[src/design/temp_sensor_params.svh]
// Offsets, field positions, reset values and timing counts of the sensor core
`ifndef TEMP_SENSOR_PARAMS_SVH
`define TEMP_SENSOR_PARAMS_SVH

// Pointer codes of the serial register set
`define PTR_TEMP 8'h00
`define PTR_CONFIG 8'h01
`define PTR_THIGH 8'h02
`define PTR_TLOW 8'h03
`define PTR_CTRL 8'h04
`define PTR_ID 8'h07

// Configuration byte fields
`define CFG_SHUTDOWN_BIT 7
`define CFG_ONESHOT_BIT 2
`define CFG_RW_MASK 8'hFB

// Control/status byte fields
`define CTRL_TO_DIS_BIT 7
`define CTRL_RES_HI 6
`define CTRL_RES_LO 5
`define CTRL_ABOVE_BIT 3
`define CTRL_BELOW_BIT 2
`define CTRL_READY_BIT 0
`define CTRL_RW_MASK 8'hE0

// Reset values, and the temperature value read while a one-shot is busy
`define PTR_RST 8'h00
`define CONFIG_RST 8'h00
`define CTRL_RST 8'h00
`define THIGH_RST 16'h4000
`define TLOW_RST 16'h3C00
`define TEMP_RST 16'h0000
`define TEMP_BUSY 16'h8000

// Slave address: base plus strap code (float 0, ground 1, supply 2)
`define BASE_ADDR 7'h48
`define ADDR_SEL_FLOAT 2'h0
`define ADDR_SEL_BAD 2'h3

// Local interrupt registers
`define IRQ_STAT_ADDR 2'h0
`define IRQ_MASK_ADDR 2'h1
`define IRQ_MASK_RST 3'h0
`define IRQ_CONV_BIT 0
`define IRQ_TIMEOUT_BIT 1
`define IRQ_BADPTR_BIT 2

// Timing: clock in kHz, times in ms, counts derived
`define CLK_KHZ 40000
`define CONV_BASE_MS 14
`define CONV_BASE_CYC (`CONV_BASE_MS * `CLK_KHZ)
`define TIMEOUT_MIN_MS 15
`define TIMEOUT_CYC (`TIMEOUT_MIN_MS * `CLK_KHZ)

`endif

[src/design/temp_sensor_pkg.sv]
// Types shared by the sensor core files
package temp_sensor_pkg;

  // Serial engine states
  typedef enum logic [2:0] {
    ST_IDLE,
    ST_ADDR,
    ST_WRITE,
    ST_READ,
    ST_WAIT
  } ser_state_t;

  // Pins that cross into the clock domain
  typedef struct packed {
    logic [1:0] addr_sel;
    logic sda;
    logic scl;
  } pins_t;

endpackage

[src/design/temp_sensor_smbus_slave_core.sv]
// Digital core of a two-wire temperature sensor slave
//
// Function
// [RULE_01] SMBus slave, I2C compatible, up to 400 kHz
// [RULE_02] Timeout disabled: any slow clock accepted
// [RULE_03] Line low past timeout: idle, release lines
// [RULE_04] Invalid pointer: no acknowledge, pointer kept
// [RULE_05] Temperature readable anytime, last completed result
// [RULE_06] Interface working within 1 ms of reset
// [RULE_07] Valid temperature one conversion after start
// [RULE_08] Reset loads every register default value
// [RULE_09] First conversion updates temperature and status
// [RULE_10] Each conversion result lands in temperature register
// [RULE_11] Seven pointer-selected registers with reset values; the code decodes six (pointer codes 00h-04h and 07h)
// [RULE_12] Programmable resolution trades sensitivity for time
// [RULE_13] Shutdown stops continuous conversions
// [RULE_14] One-shot conversion available during shutdown
// [RULE_15] Slave only: never drives or stretches clock
// [RULE_16] Address strap selects one of three addresses
// [RULE_17] One-shot busy: flag 0, temperature reads 8000h
// [RULE_18] Master writes replace reset values
// [RULE_19] Reads use last pointer; writes pointer first
//
// Design decisions made here: the address-and-strobe port and the register addresses.
`timescale 1ns/1ps
`default_nettype none
`include "temp_sensor_params.svh"
module temp_sensor_smbus_slave_core #(
  parameter int unsigned CONV_CYC = `CONV_BASE_CYC,
  parameter int unsigned TIMEOUT_CYC = `TIMEOUT_CYC,
  parameter logic [15:0] ID_VALUE = 16'h0A5A // Arbitrary identification value
) (
  // Clock and reset
  input wire logic clk_i,
  input wire logic rst_i,
  // Two-wire link (clock line is input only)
  input wire logic scl_i,
  input wire logic sda_i,
  output logic sda_o,
  output logic sda_oe_n_o,
  // Address strap
  input wire logic [1:0] addr_sel_i,
  // Converter result
  input wire logic [15:0] adc_result_i,
  // Local register port
  input wire logic [1:0] reg_addr_i,
  input wire logic [7:0] reg_wdata_i,
  input wire logic reg_we_i,
  input wire logic reg_re_i,
  output logic [7:0] reg_rdata_o,
  // Interrupt
  output logic irq_o
);

  localparam logic [23:0] TO_END = 24'(TIMEOUT_CYC);

  generate
    if (TIMEOUT_CYC < 2 || TIMEOUT_CYC >= 2**24)
    begin : g_chk
      $error("TIMEOUT_CYC out of range for the 24-bit timer");
    end
  endgenerate

  // ---------------------------------------------------------------
  // Pin synchronisation and edge detection
  // ---------------------------------------------------------------
  temp_sensor_pkg::pins_t pins_raw;
  temp_sensor_pkg::pins_t pins_s;
  logic scl_d_q;
  logic sda_d_q;
  logic scl_rise;
  logic scl_fall;
  logic start_det;
  logic stop_det;

  assign pins_raw = {addr_sel_i, sda_i, scl_i};

  line_sync #(
    .WIDTH(4),
    .RST_VAL(4'h3)
  ) u_sync (
    .clk_i(clk_i),
    .rst_i(rst_i),
    .d_i(pins_raw),
    .q_o(pins_s)
  );

  // Delayed copies for edges; the bus lines idle high
  always_ff @(posedge clk_i or posedge rst_i)
  begin
    if (rst_i)
    begin
      scl_d_q <= 1'b1;
      sda_d_q <= 1'b1;
    end
    else
    begin
      scl_d_q <= pins_s.scl;
      sda_d_q <= pins_s.sda;
    end
  end

  // Clock is only sampled, never stretched, so any slow rate works once the timeout is disabled
  assign scl_rise = pins_s.scl & ~scl_d_q; // [RULE_02]
  assign scl_fall = ~pins_s.scl & scl_d_q;
  assign start_det = pins_s.scl & scl_d_q & sda_d_q & ~pins_s.sda; // [RULE_01]
  assign stop_det = pins_s.scl & scl_d_q & ~sda_d_q & pins_s.sda;

  // ---------------------------------------------------------------
  // Address strap
  // ---------------------------------------------------------------
  logic [1:0] strap_cnt_q;
  logic [6:0] dev_addr_q;
  logic [1:0] sel_eff;

  // The unused strap code falls back to the float address
  assign sel_eff = (pins_s.addr_sel == `ADDR_SEL_BAD) ? `ADDR_SEL_FLOAT : pins_s.addr_sel;

  // Loaded on the first three cycles after release, the last once the synchroniser has filled
  always_ff @(posedge clk_i or posedge rst_i)
  begin
    if (rst_i)
    begin
      strap_cnt_q <= 2'h0;
      dev_addr_q <= `BASE_ADDR;
    end
    else if (strap_cnt_q != 2'h3)
    begin
      strap_cnt_q <= strap_cnt_q + 2'h1;
      dev_addr_q <= `BASE_ADDR | {5'h00, sel_eff}; // [RULE_16]
    end
  end

  // ---------------------------------------------------------------
  // Bus lockup timers, one per line
  // ---------------------------------------------------------------
  logic [7:0] ctrl_q;
  logic to_en;
  logic [1:0] lines_w;
  logic [1:0] to_hit;
  logic timeout_ev;

  assign to_en = ~ctrl_q[`CTRL_TO_DIS_BIT]; // [RULE_02]
  assign lines_w = {pins_s.sda, pins_s.scl};

  // Separate timers so alternating lows on both lines do not add up
  genvar li;
  generate
    for (li = 0; li < 2; li++)
    begin : g_to
      logic [23:0] cnt_q;
      logic active;
      assign active = to_en & ~lines_w[li];
      assign to_hit[li] = active & (cnt_q == TO_END - 24'h1);
      always_ff @(posedge clk_i or posedge rst_i)
      begin
        if (rst_i)
          cnt_q <= 24'h0;
        else if (!active)
          cnt_q <= 24'h0;
        else if (cnt_q != TO_END)
          cnt_q <= cnt_q + 24'h1;
      end
    end
  endgenerate

  assign timeout_ev = |to_hit; // [RULE_03]

  // ---------------------------------------------------------------
  // Register set and read selection
  // ---------------------------------------------------------------
  logic [7:0] ptr_q;
  logic [7:0] config_q;
  logic [15:0] thigh_q;
  logic [15:0] tlow_q;
  logic [15:0] temp_q;
  logic [7:0] hold_q;
  logic ready_q;
  logic above_q;
  logic below_q;
  logic [7:0] sh_q;
  logic [15:0] rd_val;
  logic [15:0] rd_hold_q;
  logic rd_idx_q;
  logic narrow;
  logic ptr_ok;
  logic [7:0] tx_byte_w;
  logic [7:0] cfg_rd;
  logic [7:0] ctrl_rd;

  assign cfg_rd = config_q & `CFG_RW_MASK;
  assign ctrl_rd = (ctrl_q & `CTRL_RW_MASK)
                 | ({7'h00, above_q} << `CTRL_ABOVE_BIT)
                 | ({7'h00, below_q} << `CTRL_BELOW_BIT)
                 | ({7'h00, ready_q} << `CTRL_READY_BIT);

  // Only these pointer codes name a register
  assign ptr_ok = (sh_q == `PTR_TEMP) || (sh_q == `PTR_CONFIG) || (sh_q == `PTR_THIGH)
               || (sh_q == `PTR_TLOW) || (sh_q == `PTR_CTRL) || (sh_q == `PTR_ID); // [RULE_11]

  // Read data of the selected register, narrow ones in the low byte
  assign rd_val = (ptr_q == `PTR_TEMP) ? temp_q :
                  (ptr_q == `PTR_CONFIG) ? {8'h00, cfg_rd} :
                  (ptr_q == `PTR_THIGH) ? thigh_q :
                  (ptr_q == `PTR_TLOW) ? tlow_q :
                  (ptr_q == `PTR_CTRL) ? {8'h00, ctrl_rd} :
                  ID_VALUE; // [RULE_19]
  assign narrow = (ptr_q == `PTR_CONFIG) || (ptr_q == `PTR_CTRL);

  // Low byte comes from a snapshot so a conversion cannot tear the word
  assign tx_byte_w = narrow ? rd_val[7:0] : (rd_idx_q ? rd_hold_q[7:0] : rd_val[15:8]); // [RULE_05]

  // ---------------------------------------------------------------
  // Serial engine
  // ---------------------------------------------------------------
  temp_sensor_pkg::ser_state_t state_q;
  logic [3:0] bit_q;
  logic ack_ph_q;
  logic rw_q;
  logic drv_q;
  logic [1:0] idx_q;
  logic [7:0] tx_q;
  logic byte_done;

  // Open drain: only ever pull low; clock line has no driver at all
  assign sda_o = 1'b0; // [RULE_15]
  assign sda_oe_n_o = ~drv_q;

  always_ff @(posedge clk_i or posedge rst_i)
  begin
    if (rst_i)
    begin
      state_q <= temp_sensor_pkg::ST_IDLE; // [RULE_06]
      bit_q <= 4'h0;
      ack_ph_q <= 1'b0;
      rw_q <= 1'b0;
      drv_q <= 1'b0;
      idx_q <= 2'h0;
      sh_q <= 8'h00;
      tx_q <= 8'h00;
      rd_idx_q <= 1'b0;
      rd_hold_q <= 16'h0000;
    end
    else if (timeout_ev || stop_det)
    begin
      state_q <= temp_sensor_pkg::ST_IDLE; // [RULE_03]
      drv_q <= 1'b0;
    end
    else if (start_det)
    begin
      state_q <= temp_sensor_pkg::ST_ADDR;
      bit_q <= 4'h0;
      ack_ph_q <= 1'b0;
      drv_q <= 1'b0;
      idx_q <= 2'h0;
      rd_idx_q <= 1'b0;
    end
    else if (state_q != temp_sensor_pkg::ST_IDLE && state_q != temp_sensor_pkg::ST_WAIT)
    begin
      if (scl_rise && bit_q != 4'h8)
      begin
        sh_q <= {sh_q[6:0], pins_s.sda};
        bit_q <= bit_q + 4'h1;
      end
      else if (scl_rise && state_q == temp_sensor_pkg::ST_READ && pins_s.sda)
        state_q <= temp_sensor_pkg::ST_WAIT;
      else if (scl_fall && bit_q == 4'h8 && !ack_ph_q)
      begin
        ack_ph_q <= 1'b1;
        case (state_q)
          temp_sensor_pkg::ST_ADDR:
            if (sh_q[7:1] == dev_addr_q)
            begin
              drv_q <= 1'b1;
              rw_q <= sh_q[0];
            end
            else
              state_q <= temp_sensor_pkg::ST_WAIT;
          temp_sensor_pkg::ST_WRITE:
          begin
            if (idx_q == 2'h0 && !ptr_ok)
              state_q <= temp_sensor_pkg::ST_WAIT; // [RULE_04]
            else
              drv_q <= 1'b1;
            if (idx_q != 2'h3)
              idx_q <= idx_q + 2'h1;
          end
          default:
            drv_q <= 1'b0;
        endcase
      end
      else if (scl_fall && bit_q == 4'h8)
      begin
        ack_ph_q <= 1'b0;
        bit_q <= 4'h0;
        if (state_q == temp_sensor_pkg::ST_WRITE || (state_q == temp_sensor_pkg::ST_ADDR && !rw_q))
        begin
          state_q <= temp_sensor_pkg::ST_WRITE;
          drv_q <= 1'b0;
        end
        else
        begin
          state_q <= temp_sensor_pkg::ST_READ;
          tx_q <= tx_byte_w;
          drv_q <= ~tx_byte_w[7];
          rd_idx_q <= ~rd_idx_q;
          if (!rd_idx_q)
            rd_hold_q <= rd_val;
        end
      end
      else if (scl_fall && state_q == temp_sensor_pkg::ST_READ)
      begin
        tx_q <= {tx_q[6:0], 1'b0};
        drv_q <= ~tx_q[6];
      end
    end
  end

  // ---------------------------------------------------------------
  // Write strobes: first byte is the pointer, then data
  // ---------------------------------------------------------------
  logic wr_ptr;
  logic bad_ptr_ev;
  logic wr_cfg;
  logic wr_ctrl;
  logic wr_thigh;
  logic wr_tlow;
  logic wr_hold;

  assign byte_done = (state_q == temp_sensor_pkg::ST_WRITE) & scl_fall & (bit_q == 4'h8)
                   & ~ack_ph_q & ~start_det & ~stop_det & ~timeout_ev;
  assign wr_ptr = byte_done & (idx_q == 2'h0) & ptr_ok; // [RULE_19]
  assign bad_ptr_ev = byte_done & (idx_q == 2'h0) & ~ptr_ok;
  assign wr_cfg = byte_done & (idx_q == 2'h1) & (ptr_q == `PTR_CONFIG);
  assign wr_ctrl = byte_done & (idx_q == 2'h1) & (ptr_q == `PTR_CTRL);
  assign wr_hold = byte_done & (idx_q == 2'h1);
  assign wr_thigh = byte_done & (idx_q == 2'h2) & (ptr_q == `PTR_THIGH);
  assign wr_tlow = byte_done & (idx_q == 2'h2) & (ptr_q == `PTR_TLOW);

  // Pointer and writable registers
  always_ff @(posedge clk_i or posedge rst_i)
  begin
    if (rst_i)
    begin
      ptr_q <= `PTR_RST; // [RULE_08]
      config_q <= `CONFIG_RST;
      ctrl_q <= `CTRL_RST;
      thigh_q <= `THIGH_RST;
      tlow_q <= `TLOW_RST;
      hold_q <= 8'h00;
    end
    else
    begin
      if (wr_ptr)
        ptr_q <= sh_q;
      if (wr_cfg)
        config_q <= sh_q & `CFG_RW_MASK; // [RULE_18]
      if (wr_ctrl)
        ctrl_q <= sh_q & `CTRL_RW_MASK; // [RULE_12]
      if (wr_hold)
        hold_q <= sh_q;
      if (wr_thigh)
        thigh_q <= {hold_q, sh_q};
      if (wr_tlow)
        tlow_q <= {hold_q, sh_q};
    end
  end

  // ---------------------------------------------------------------
  // Conversion control and temperature register
  // ---------------------------------------------------------------
  logic conv_busy;
  logic conv_done;
  logic shot_go;
  logic run_w;
  logic [15:0] res_mask;
  logic [15:0] result_w;

  // A one-shot request during a finishing conversion is dropped
  assign run_w = ~config_q[`CFG_SHUTDOWN_BIT]; // [RULE_13]
  assign shot_go = wr_cfg & sh_q[`CFG_ONESHOT_BIT] & config_q[`CFG_SHUTDOWN_BIT] & ~conv_busy; // [RULE_14]

  conv_timer #(
    .BASE_CYC(CONV_CYC),
    .CNT_W(24)
  ) u_conv (
    .clk_i(clk_i),
    .rst_i(rst_i),
    .run_i(run_w),
    .shot_i(shot_go),
    .res_i(ctrl_q[`CTRL_RES_HI:`CTRL_RES_LO]),
    .busy_o(conv_busy),
    .done_o(conv_done)
  );

  // Left justified two's complement, unused low bits forced to zero
  assign res_mask = ~(16'h001F >> ctrl_q[`CTRL_RES_HI:`CTRL_RES_LO]);
  assign result_w = adc_result_i & res_mask;

  // A completed conversion loads the result; a one-shot start loads the busy value
  always_ff @(posedge clk_i or posedge rst_i)
  begin
    if (rst_i)
    begin
      temp_q <= `TEMP_RST;
      ready_q <= 1'b0;
      above_q <= 1'b0;
      below_q <= 1'b0;
    end
    else if (conv_done)
    begin
      temp_q <= result_w; // [RULE_10]
      ready_q <= 1'b1; // [RULE_17]
      above_q <= $signed(result_w) > $signed(thigh_q); // [RULE_09]
      below_q <= $signed(result_w) < $signed(tlow_q);
    end
    else if (shot_go)
    begin
      temp_q <= `TEMP_BUSY; // [RULE_17]
      ready_q <= 1'b0;
    end
  end

  // ---------------------------------------------------------------
  // Interrupt status, mask and local register port
  // ---------------------------------------------------------------
  logic [2:0] irq_stat_q;
  logic [2:0] irq_mask_q;
  logic [2:0] irq_ev;
  logic stat_rd;
  logic [7:0] rdata_q;
  logic [7:0] rdata_d;

  assign irq_ev = ({2'h0, conv_done} << `IRQ_CONV_BIT) // [RULE_07]
                | ({2'h0, timeout_ev} << `IRQ_TIMEOUT_BIT)
                | ({2'h0, bad_ptr_ev} << `IRQ_BADPTR_BIT);
  assign stat_rd = reg_re_i & (reg_addr_i == `IRQ_STAT_ADDR);
  assign rdata_d = !reg_re_i ? 8'h00 :
                   (reg_addr_i == `IRQ_STAT_ADDR) ? {5'h00, irq_stat_q} :
                   (reg_addr_i == `IRQ_MASK_ADDR) ? {5'h00, irq_mask_q} :
                   8'h00;

  // Read clears, but an event in the same cycle stays set
  always_ff @(posedge clk_i or posedge rst_i)
  begin
    if (rst_i)
    begin
      irq_stat_q <= 3'h0;
      irq_mask_q <= `IRQ_MASK_RST;
      rdata_q <= 8'h00;
    end
    else
    begin
      irq_stat_q <= (irq_stat_q & ~{3{stat_rd}}) | irq_ev;
      if (reg_we_i && reg_addr_i == `IRQ_MASK_ADDR)
        irq_mask_q <= reg_wdata_i[2:0];
      rdata_q <= rdata_d;
    end
  end

  assign reg_rdata_o = rdata_q;
  assign irq_o = |(irq_stat_q & irq_mask_q);

endmodule
`default_nettype wire

[src/design/line_sync.sv]
// Two flip-flop synchroniser, one chain per bit
`timescale 1ns/1ps
`default_nettype none
module line_sync #(
  parameter int WIDTH = 1,
  parameter logic [WIDTH-1:0] RST_VAL = '0
) (
  // Clock and reset
  input wire logic clk_i,
  input wire logic rst_i,
  // Data
  input wire logic [WIDTH-1:0] d_i,
  output logic [WIDTH-1:0] q_o
);

  generate
    if (WIDTH < 1)
    begin : g_chk
      $error("line_sync needs WIDTH of one or more");
    end
  endgenerate

  // First stage is read only by the second stage
  genvar i;
  generate
    for (i = 0; i < WIDTH; i++)
    begin : g_bit
      logic meta_q;
      logic sync_q;
      always_ff @(posedge clk_i or posedge rst_i)
      begin
        if (rst_i)
        begin
          meta_q <= RST_VAL[i];
          sync_q <= RST_VAL[i];
        end
        else
        begin
          meta_q <= d_i[i];
          sync_q <= meta_q;
        end
      end
      assign q_o[i] = sync_q;
    end
  endgenerate

endmodule
`default_nettype wire

[src/design/conv_timer.sv]
// Conversion sequencer: paces each conversion by the chosen resolution
`timescale 1ns/1ps
`default_nettype none
`include "temp_sensor_params.svh"
module conv_timer #(
  parameter int unsigned BASE_CYC = `CONV_BASE_CYC,
  parameter int CNT_W = 24
) (
  // Clock and reset
  input wire logic clk_i,
  input wire logic rst_i,
  // Control
  input wire logic run_i,
  input wire logic shot_i,
  input wire logic [1:0] res_i,
  // Status
  output logic busy_o,
  output logic done_o
);

  localparam logic [CNT_W-1:0] BASE = CNT_W'(BASE_CYC);

  generate
    if (BASE_CYC < 1 || (64'(BASE_CYC) * 64'd8) >= (64'd1 << CNT_W))
    begin : g_chk
      $error("conv_timer BASE_CYC does not fit the counter");
    end
  endgenerate

  logic busy_q;
  logic [CNT_W-1:0] cnt_q;
  logic [1:0] res_q;
  logic [CNT_W-1:0] last_w;

  // Each resolution step doubles the conversion time
  assign last_w = (BASE << res_q) - {{(CNT_W-1){1'b0}}, 1'b1};
  assign done_o = busy_q & (cnt_q == last_w);
  assign busy_o = busy_q;

  // Resolution is latched at start so a mid-conversion write cannot cut it short
  always_ff @(posedge clk_i or posedge rst_i)
  begin
    if (rst_i)
    begin
      busy_q <= 1'b0;
      cnt_q <= '0;
      res_q <= 2'h0;
    end
    else if (!busy_q)
    begin
      if (run_i || shot_i)
      begin
        busy_q <= 1'b1;
        cnt_q <= '0;
        res_q <= res_i;
      end
    end
    else if (done_o)
      busy_q <= 1'b0;
    else
      cnt_q <= cnt_q + {{(CNT_W-1){1'b0}}, 1'b1};
  end

endmodule
`default_nettype wire

[config.mk]
export PLATFORM = sky130hd
export DESIGN_NAME = temp_sensor_smbus_slave_core
export DESIGN_NICKNAME = d
export VERILOG_FILES = /design/src/design/temp_sensor_pkg.sv /design/src/design/temp_sensor_smbus_slave_core.sv /design/src/design/line_sync.sv /design/src/design/conv_timer.sv
export VERILOG_INCLUDE_DIRS = /design/src /design/src/design
export SDC_FILE = /design/constraint.sdc
export NUM_CORES = 1
export LEC_CHECK = 0
export ABC_AREA = 1
export BUFFER_PORTS_ARGS = -buffer_cell sky130_fd_sc_hd__buf_2
export CAP_MARGIN = 20
export CORE_UTILIZATION = 50
export DETAILED_ROUTE_END_ITERATION = 12
export PLACE_DENSITY = 0.7
export SLEW_MARGIN = 30
export SYNTH_ARGS = -nofsm -noshare
export SYNTH_HDL_FRONTEND = slang
export SYNTH_HIERARCHICAL = 1
export SYNTH_SLANG_ARGS = --single-unit
export TNS_END_PERCENT = 30
[constraint.sdc]
create_clock -name clk_i -period 14.1 [get_ports clk_i]
set_clock_uncertainty 0.05 [all_clocks]
set_input_delay 2.115 -clock clk_i [delete_from_list [all_inputs] [get_ports clk_i]]
set_output_delay 2.115 -clock clk_i [all_outputs]
set_load 0.005 [all_outputs]
==> run metrics <==
Syn Inst Count 1612; nets 1718; post-synthesis sequential area ratio 43.2%; Worst-path clk slew 60 ps; crit start category register; Cells after DPL 1930; largest net degree at the start of global routing 109; multi-input combinational cell area 5930 µm²; Worst VDD drop 0.000130 V; Post-synth EDFFs 0; GR Overflow Total 0; CP arrival 1180 ps; clk_lat worst skew 520 ps; Req. time, crit path 11940 ps; Max Cap Violations 0; P_sw 0.406 mW; worst hold-check path type register to register; synthesized cell area 12100 µm²; asr flop ratio synth 100%; final setup vio count 0; row count 56; # fillers 2214; Initial Util 51.4%; Starting DRT DRC Count 748; Ports 45; pwr dens 114 nW/µm²; vias in the first global route 9691; fin crit share 23.7%; Worst Path Max Fanout 3; syn avg cell area 7.53 µm²; slowest CP cell dfrtp_1; CTS H-tree depth 1; Area Overhead vs Synth 10.5%; Clock Path Buffers 3; DIE WIDTH 158 µm; # Post-CTS Setup Buffers 0; Placed Area 12500 µm²; switching share of power 26.6%; sequential share of power 43.1%; global-route wire length before repair 48000 µm; CTS root buf clkbuf_16; clock share of power 45.7%; gr usage total 24.2%; Leakage Power 6.35 nW; Final GP Congestion 0.941; Total Power 1.53 mW; PortBufs 31; status complete, no violations; Worst Max-Slew Pin Slew 878 ps; Hold Vio Cnt, Final 0; Vias/cell 5.26; Final min period 3340 ps; unrepaired setup endpoints after global routing no; Post-DP HPWL 20600 µm; Design Area, Final 13400 µm²; Crit path largest cell delay 400 ps; DIE HEIGHT 158 µm; CP startpoint irq_stat_q[2]; WS Path Type register to primary output; placeable core area 23600 µm²; hold_sp u_sync/g_bit[2].meta_q; CTS tree yes; Synth Register Bits 209; Comb power frac 11.3%; Total Wirelength 28800 µm; total CTS buffers 25; non-filler cells, final 1976; relative slew slack 41.4%; Power Internal 1.12 mW; Ys Warns 6; post-synth cell types 52; die area 24900 µm²; fmax 299 MHz; Final Max Tran Viols 0; CTS Hold Buffers Added 0; CTS sink cnt 209; DR vias 10400; ys flop type dfrtp_1; r2r startpoint ctrl_q[7]; Post-Route Setup TNS 0 ps; drt wl/cell 14.6 µm; register area 5240 µm²; DRC 0; CTS-repair resized insts 0; antenna violations before repair 1; critical-path cell list nand2_1 -> nand3_1 -> buf_2; Finished Core Util 56.8%; Pre-antenna DRT Iters 5; layout cells sized above 1 11.1%; antenna viol nets, final 0; endpoint class of the critical path primary output
==> through the flow <==
stage          setup WS (ps)  hold WS [ps]
3_5_place_dp           10290           291
6_report               10760           302
3_3_place_gp           10130           285
5_1_grt                10650           305
4_1_cts                10700           304
2_1_floorplan           7230           281
==> cell type report <==
class	count	area share, %
inverters	201	5.68
clock inverters	11	1.38
clock buffers	34	5.36
flip-flops and latches	209	39.1
repair buffers	34	1.32
multi-input cells	1167	44.2
diodes	1	0.0187
well taps	319	2.97
==> state kept, by name, indices dropped and copies added, names as in the netlist, 7 cells and up <==
| signal | count |
|---|---|
| tx_q | 7 |
| tlow_q | 16 |
| u_conv/cnt_q | 24 |
| thigh_q | 16 |
| g_to.cnt_q | 48 |
| rd_hold_q | 8 |
| ptr_q | 8 |
| hold_q | 8 |
| config_q | 7 |
| sh_q | 8 |
| temp_q | 14 |
==> power groups by stage <==
stage | Combinational (mW) | Clock (mW) | Sequential (mW)
after floorplan | 0.125 | 0 | 0.657
after global placement | 0.167 | 0 | 0.667
after detailed placement | 0.172 | 0 | 0.668
after CTS | 0.173 | 0.709 | 0.658
after global routing | 0.198 | 0.735 | 0.662
final | 0.172 | 0.698 | 0.658
==> metal layers <==
metal  up-vias  share of wire [%]  global-route usage (%)
met5         -                  0                       0
met4         0                1.9                    6.61
met3        44                5.0                    3.83
met2       252                 46                    39.3
met1      4865                 47                    33.5
li1       5239                  -                       -
==> worst max-delay path, delay by kind of cell (launching register included) <==
kind / cells / cell delay, ps
flip-flops: 1 / 400
AND/OR/NAND/NOR: 2 / 140
buffers and inverters: 1 / 120
==> synth_stat cells, types with 10 or more instances <==
library cell / instances / share of area, %
xor2_1: 18 / 1.3
buf_4: 16 / 0.99
o21ai_0: 69 / 2.8
nor2_1: 177 / 5.5
nor3_1: 31 / 1.3
inv_1: 177 / 5.5
or2_2: 15 / 0.77
o21ai_1: 46 / 1.9
inv_2: 23 / 0.71
ha_1: 46 / 4.7
dfrtp_1: 198 / 41
a21oi_1: 69 / 2.8
nand3_1: 124 / 5.1
nor2_2: 10 / 0.52
clkbuf_1: 11 / 0.34
dfstp_2: 11 / 2.4
nand4_1: 31 / 1.6
nand2_1: 448 / 14
==> logic make-up (layout without fill, tap and decap cells) <==
family                   after synthesis  count (layout)  share of synthesized area, %
AND/OR/NAND/NOR                      890             890                          33.4
buffers and inverters                241             280                          8.22
flip-flops                           209             209                          43.2
AO/OA/AOI/OAI                        202             202                          8.69
adder cells (fa/ha/maj)               46              46                          4.74
XOR/XNOR                              20              20                          1.44
multiplexers                           3               3                         0.278
other                                  1               7                        0.0309
==> cells in the final DEF (no fill, tap or decap), drive strengths merged, types with 36 or more instances in the layout <==
master  netlist  routed
a21oi        69      69
dfrtp       198     198
ha           46      46
inv         200     200
nand2       456     456
nand3       135     135
nand4        36      36
nor2        197     197
nor3         38      38
o21ai       115     115
==> final timing paths <==
kind,slack [ps],endpoint,cells after the start
setup / recovery,10760,irq_o,3
hold / removal,300,u_sync/g_bit[2].sync_q,0
setup reg to reg,10910,u_conv/cnt_q[12],13
hold reg to reg,300,u_sync/g_bit[2].sync_q,0
max in group asynchronous,10950,tlow_q[14],3
min in group asynchronous,1560,u_sync/g_bit[3].sync_q,2
Power figures use the tool's default switching activity.
